--- src/shared/wdt_pkg.sv ---
// package of constants and types shared by both ends of the watchdog link
package wdt_pkg;
	localparam int          CLK_HZ        = 125000000;
	localparam int          TICK_SEC      = 1;
	localparam int          TICK_CYCLES   = CLK_HZ * TICK_SEC;
	localparam logic [15:0] PORT_ADDR     = 16'h0443;
	localparam logic [7:0]  CODE_MIN      = 8'h01;
	localparam logic [7:0]  CODE_MAX      = 8'h3e;
	localparam logic [7:0]  DISABLED_READ = 8'h00;
	// host controller register offsets
	localparam logic [3:0]  REG_CTRL      = 4'h0;
	localparam logic [3:0]  REG_STATUS    = 4'h1;
	localparam logic [3:0]  REG_MASK      = 4'h2;
	localparam logic [3:0]  REG_DEVSTATE  = 4'h3;
	// status and mask bit positions
	localparam int          EV_EXPIRE     = 0;
	localparam int          EV_REJECT     = 1;
	localparam int          EV_DONE       = 2;
	localparam int          EV_W          = 3;
	// control register fields
	localparam int          CTRL_GO       = 8;
	localparam int          CTRL_RD       = 9;
	typedef enum logic [1:0] {
		HOST_IDLE  = 2'b00,
		HOST_WRITE = 2'b01,
		HOST_READ  = 2'b10
	} host_state_type;
endpackage

--- src/shared/wdt_if.sv ---
// interface joining the host's i/o cycles to the watchdog device
`timescale 1ns/10ps
interface wdt_if;
	logic [15:0] ioAddr;
	logic [7:0]  ioWrData;
	logic        ioWr;
	logic        ioRd;
	logic [7:0]  ioRdData;
	logic        cpuReset;
	logic        cpuIrq;
	modport device (
		input  ioAddr,
		input  ioWrData,
		input  ioWr,
		input  ioRd,
		output ioRdData,
		output cpuReset,
		output cpuIrq
	);
	modport host (
		output ioAddr,
		output ioWrData,
		output ioWr,
		output ioRd,
		input  ioRdData,
		input  cpuReset,
		input  cpuIrq
	);
endinterface

--- src/hw/wdt_host.sv ---
// host end: turns register commands into i/o cycles on the watchdog port
`timescale 1ns/10ps
module wdt_host (
	input  wire logic sys_clk,
	input  wire logic rst_b,
	input  wire logic [3:0] regAddr,
	input  wire logic [15:0] regWrData,
	input  wire logic regWr,
	input  wire logic regRd,
	output logic [15:0] regRdData,
	output logic intr,
	wdt_if.host       bus
);
	import wdt_pkg::*;

	// ****************************************
	// state
	// ****************************************
	typedef struct packed {
		host_state_type    phase;
		logic [7:0]        code;
		logic [EV_W-1:0]   status;
		logic [EV_W-1:0]   mask;
		logic [15:0]       rdData;
		logic              resetSeen1;
		logic              resetSeen2;
		logic              irqSeen1;
		logic              irqSeen2;
		logic              armed;
	} host_reg_type;

	host_reg_type state;
	host_reg_type next_state;
	logic [EV_W-1:0] events;

	always_comb begin
		next_state = state;
		events = '0;
		// device outputs come from another block: two flops first
		next_state.resetSeen1 = bus.cpuReset;
		next_state.resetSeen2 = state.resetSeen1;
		next_state.irqSeen1 = bus.cpuIrq;
		next_state.irqSeen2 = state.irqSeen1;
		events[EV_EXPIRE] = state.resetSeen2 | state.irqSeen2;
		next_state.rdData = 16'h0;
		case (state.phase)
			HOST_WRITE: begin
				next_state.phase = HOST_IDLE;
				next_state.armed = 1'b1;
				events[EV_DONE] = 1'b1;
			end
			HOST_READ: begin
				next_state.phase = HOST_IDLE;
				next_state.armed = 1'b0;
				events[EV_DONE] = 1'b1;
			end
			default: begin
				next_state.phase = HOST_IDLE;
			end
		endcase
		if (events[EV_EXPIRE]) begin
			next_state.armed = 1'b0;
		end
		if (regWr) begin
			if (regAddr == REG_CTRL) begin
				if (regWrData[CTRL_GO]) begin
					// only legal codes reach the port
					if (regWrData[7:0] >= CODE_MIN &&
						regWrData[7:0] <= CODE_MAX) begin
						next_state.code = regWrData[7:0];
						next_state.phase = HOST_WRITE;
					end else begin
						events[EV_REJECT] = 1'b1;
					end
				end else if (regWrData[CTRL_RD]) begin
					next_state.phase = HOST_READ;
				end
			end else if (regAddr == REG_MASK) begin
				next_state.mask = regWrData[EV_W-1:0];
			end
		end
		if (regRd) begin
			if (regAddr == REG_CTRL) begin
				next_state.rdData = {8'h00, state.code};
			end else if (regAddr == REG_STATUS) begin
				next_state.rdData = {13'h0, state.status};
			end else if (regAddr == REG_MASK) begin
				next_state.rdData = {13'h0, state.mask};
			end else if (regAddr == REG_DEVSTATE) begin
				next_state.rdData = {15'h0, state.armed};
			end else begin
				next_state.rdData = 16'h0;
			end
		end
		// read clears, but a fresh event wins
		if (regRd && regAddr == REG_STATUS) begin
			next_state.status = events;
		end else begin
			next_state.status = state.status | events;
		end
	end

	always_ff @(posedge sys_clk or negedge rst_b) begin
		if (!rst_b) begin
			state <= '0;
		end else begin
			state <= next_state;
		end
	end

	assign bus.ioAddr   = PORT_ADDR;
	assign bus.ioWrData = state.code;
	assign bus.ioWr     = (state.phase == HOST_WRITE);
	assign bus.ioRd     = (state.phase == HOST_READ);
	assign regRdData    = state.rdData;
	assign intr         = |(state.status & state.mask);
endmodule

--- src/flat_wrapper.sv ---
// flat-port wrapper written by rule: the top's interface ports become plain ports
module wdt_host_flat import wdt_pkg::*;
  (sys_clk, rst_b, regAddr, regWrData, regWr, regRd, regRdData, intr, bus_ioAddr, bus_ioWrData, bus_ioWr, bus_ioRd, bus_ioRdData, bus_cpuReset, bus_cpuIrq);
  wdt_if bus_i ();
  input  wire logic sys_clk;
  input  wire logic rst_b;
  input  wire logic [3:0] regAddr;
  input  wire logic [15:0] regWrData;
  input  wire logic regWr;
  input  wire logic regRd;
  output logic [15:0] regRdData;
  output logic intr;
  output wire logic [$bits(bus_i.ioAddr)-1:0] bus_ioAddr;
  output wire logic [$bits(bus_i.ioWrData)-1:0] bus_ioWrData;
  output wire logic [$bits(bus_i.ioWr)-1:0] bus_ioWr;
  output wire logic [$bits(bus_i.ioRd)-1:0] bus_ioRd;
  input wire logic [$bits(bus_i.ioRdData)-1:0] bus_ioRdData;
  input wire logic [$bits(bus_i.cpuReset)-1:0] bus_cpuReset;
  input wire logic [$bits(bus_i.cpuIrq)-1:0] bus_cpuIrq;
  assign bus_ioAddr = bus_i.ioAddr;
  assign bus_ioWrData = bus_i.ioWrData;
  assign bus_ioWr = bus_i.ioWr;
  assign bus_ioRd = bus_i.ioRd;
  assign bus_i.ioRdData = bus_ioRdData;
  assign bus_i.cpuReset = bus_cpuReset;
  assign bus_i.cpuIrq = bus_cpuIrq;
  wdt_host u_core (.sys_clk(sys_clk), .rst_b(rst_b), .regAddr(regAddr), .regWrData(regWrData), .regWr(regWr), .regRd(regRd), .regRdData(regRdData), .intr(intr), .bus(bus_i));
endmodule
--- config.mk ---
export PLATFORM = sky130hd
export DESIGN_NAME = wdt_host_flat
export DESIGN_NICKNAME = d
export VERILOG_FILES = /design/src/shared/wdt_pkg.sv /design/src/shared/wdt_if.sv /design/src/hw/wdt_host.sv /design/src/flat_wrapper.sv
export SDC_FILE = /design/constraint.sdc
export NUM_CORES = 1
export LEC_CHECK = 0
export ABC_AREA = 1
export BUFFER_PORTS_ARGS = -buffer_cell sky130_fd_sc_hd__buf_2
export CORE_MARGIN = 1.5
export CORE_UTILIZATION = 43
export DETAILED_ROUTE_END_ITERATION = 16
export PLACE_DENSITY = 0.84
export SYNTH_ARGS = -nofsm -noshare
export SYNTH_HDL_FRONTEND = slang
export SYNTH_SLANG_ARGS = --single-unit
--- constraint.sdc ---
create_clock -name sys_clk -period 1.05 [get_ports sys_clk]
set_input_delay 0.0525 -clock sys_clk [delete_from_list [all_inputs] [get_ports sys_clk]]
set_output_delay 0.0525 -clock sys_clk [all_outputs]
set_load 0.01 [all_outputs]
==> run_results.csv <==
group,metric,value,unit
clocking,htree_levels,2,
global_route,antenna_found_initial,0,
placement,detailed_place_hpwl,2.06,mm
timing,rsz0062_at_grt,"yes",
worst_setup_path,worstPathArrival,1.06,ns
timing,finalClockSkew,0.00314,ns
power,ir_drop,0.602,mV
floorplan,core,3420,sq um
yosys,ys_ff_latch,29,
route,first_pass_iters,4,
route,vias,1124,
worst_setup_path,cp_top_family,"flip-flops",
clocking,clk_path_buf_depth,2,
clocking,clock_sinks,29,
global_route,grt_max_degree,16,
floorplan,initial_utilization,46.0,%
global_route,grt_usage,14.9,%
power,power_density,1410,nW/um^2
route,drc_errors,0,
route,routedWlPerCell,9.85,um
floorplan,design.die.area,4020,sq um
power,leakagePower,1.03,nW
cells_and_area,areaGrowthSynthToFinish,15.8,%
floorplan,die_h,63.4,um
route,drtIter0Drc,19,
yosys,synth.most_common_cell,"buf_4",
yosys,synthDistinctLibCells,21,
cells_and_area,final_util,53.2,%
cells_and_area,finish.net_count,252,
yosys,ys_top_cells_by_count,"buf_4 (40), dfrtp_1 (29), nor2_1 (25)",
cells_and_area,antenna_cells,0,
clocking,cts_buffers,5,
power,p_total,2.57,mW
cells_and_area,drive_above_1_share,27.6,%
global_route,grt_pass1_vias,1033,
clocking,cts_tree,"yes",
floorplan,die_w,63.4,um
worst_setup_path,max_stage_delay,0.40,ns
yosys,async_reset_ff_share,100,%
timing,fin_ws,-0.0642,ns
timing,fin_crit_sh,106,%
clocking,postCtsSetupRepairBufs,0,
worst_setup_path,startpoint_type,"flop",
timing,fmax,897,MHz
worst_setup_path,cp.depth,2,
route,drt-total-wl,2.59,mm
worst_setup_path,crit_chain,"ha_1 -> buf_2",
yosys,seq_area_frac_synth,46.2,%
timing,setup_violations,3,
timing,finalHoldViolations,0,
timing,post-route-min-period,1.11,ns
worst_setup_path,r2r_cells,3,
yosys,synth_cells,178,
min_path,hold_depth,3,
route,via_per_inst,4.27,
yosys,yosys_warnings,0,
worst_setup_path,critical-path-slowest-cell,"dfrtp_1",
worst_setup_path,path_class,"reg -> out",
placement,gp_congestion,0.836,
yosys,syn_area,1570,sq um
clocking,root_buffer,"clkbuf_4",
yosys,synth_ff_type,"dfrtp_1",
run,maxCapViolCount,0,
floorplan,rows,21,
timing,slew_violations,0,
min_path,hold_class,"in -> reg",
run_status,violations,"setup timing",
yosys,synth_area_leaders,"dfrtp_1 (46%), buf_4 (19%), nor2_1 (6.0%), nand2_1 (5.5%), inv_1 (5.0%)",
global_route,gr-total-overflow,0,
floorplan,top_level_ports,77,
run_status,outcome,"finished with violations",
route,ant_nets,0,
clocking,clk_pin_slew,0.08,ns
yosys,avgSynthCellArea,8.82,sq um
yosys,synth_enable_flop_cells,0,
yosys,synth_top_area_cell,"dfrtp_1",
yosys,synth_top_area_share,46.2,%
cells_and_area,seqCellArea,726,sq um
placement,post-place-ws,0.0266,ns
clocking,clk_latency,0.31,ns
worst_setup_path,worstPathMaxFanout,2,
cells_and_area,fillerInstances,335,
worst_setup_path,cp.required,1.00,ns
worst_setup_path,worst_setup_path_end_kind,"output pin",
placement,io_buffer_count,38,
cells_and_area,multiInputGateArea,553,sq um
global_route,grt_pass1_wl,4.57,mm
worst_setup_path,path_buf_inv,1,
-- cells by family after synthesis --
logic type	after synthesis	share of synthesized area (%)
and+or+nand+nor	64	20.7
other	2	0.478
adders and majority gates	2	1.59
buffers and inverters	62	24.4
AOI/OAI and AO/OA	19	6.61
DFF	29	46.2
-- cell type report --
class | instances | area share (%)
Clock inverter | 1 | 1.65
Clock buffer | 7 | 3.03
Timing Repair Buffer | 49 | 17.3
Inverter | 22 | 4.54
Sequential cell | 29 | 39.9
Multi-Input combinational cell | 109 | 30.4
Tap cell | 46 | 3.17
-- cell usage in the layout (no fill, tap or decap), types with 4 or more instances in the layout --
| cell type | n |
|---|---|
| dlygate4sd3_1 | 9 |
| buf_2 | 37 |
| conb_1 | 24 |
| dfrtp_1 | 29 |
| clkbuf_4 | 5 |
| nor2_1 | 25 |
| nand2_1 | 23 |
| o21ai_0 | 9 |
| nand3_1 | 7 |
| inv_1 | 19 |
| a21oi_1 | 4 |
-- power breakdown --
group | internal [mW] | total [mW] | switching (mW) | leakage (nW)
combinational | 0.158 | 0.410 | 0.252 | 0.615
sequential | 1.20 | 1.24 | 0.0408 | 0.367
clock | 0.568 | 0.914 | 0.346 | 0.0455
-- through the flow --
| step | cells | hold slack [ns] | TNS, ns | cell area (sq um) |
|---|---|---|---|---|
| floorplan | 200 | -0.243 | 0 | 1650 |
| global placement | 246 | -0.0199 | 0 | 1630 |
| detailed placement | 246 | -0.0163 | 0 | 1630 |
| CTS | 263 | 0.0240 | -0.267 | 1820 |
| global route | 263 | 0.0444 | -0.386 | 1820 |
| finish | 263 | 0.0443 | -0.174 | 1820 |
-- sequential cells by signal (all words and copies together), names as in the netlist --
name	count
u_core.next_state	2
u_core.bus.ioWrData	8
u_core.regRdData	8
u_core.state	11
-- layer usage --
metal	global-route usage (%)	share of wire (%)	wire (um)	vias to the layer above
met5	0	0	0	-
met2	24.9	52	1350	35
met4	8.97	1.9	50	0
met3	2.68	4.6	118	5
met1	17.8	42	1080	524
li1	-	-	-	560
-- path summary, 6_finish.rpt --
check / start / endpoint / slack (ns)
min in group asynchronous: rst_b / u_core.regRdData[1]$_DFF_PN0_ / 0.19
worst max-delay path: u_core.state[35]$_DFF_PN0_ / bus_ioWr / -0.06
worst min-delay path: regWrData[2] / u_core.state[23]$_DFFE_PN0P_ / 0.04
worst max register to register: u_core.state[35]$_DFF_PN0_ / u_core.state[0]$_DFFE_PN0P_ / 0.14
max in group asynchronous: rst_b / u_core.regRdData[0]$_DFF_PN0_ / 0.47
worst min register to register: u_core.next_state[3]$_DFF_PN0_ / u_core.state[3]$_DFF_PN0_ / 0.36
-- repair_timing --
action / in CTS / in global routing
gates resized for setup: 5 / 0
hold endpoints to repair: 38 / 0
hold buffers: 9 / 0
setup endpoints to repair: 3 / 3
-- worst min-delay path, delay by kind of cell --
kind | cells | cell delay [ns]
AOI/OAI and AO/OA | 1 | 0.04
and+or+nand+nor | 1 | 0.10
buffers and inverters | 1 | 0.13
Note: power is estimated with default switching activity, not from simulation.
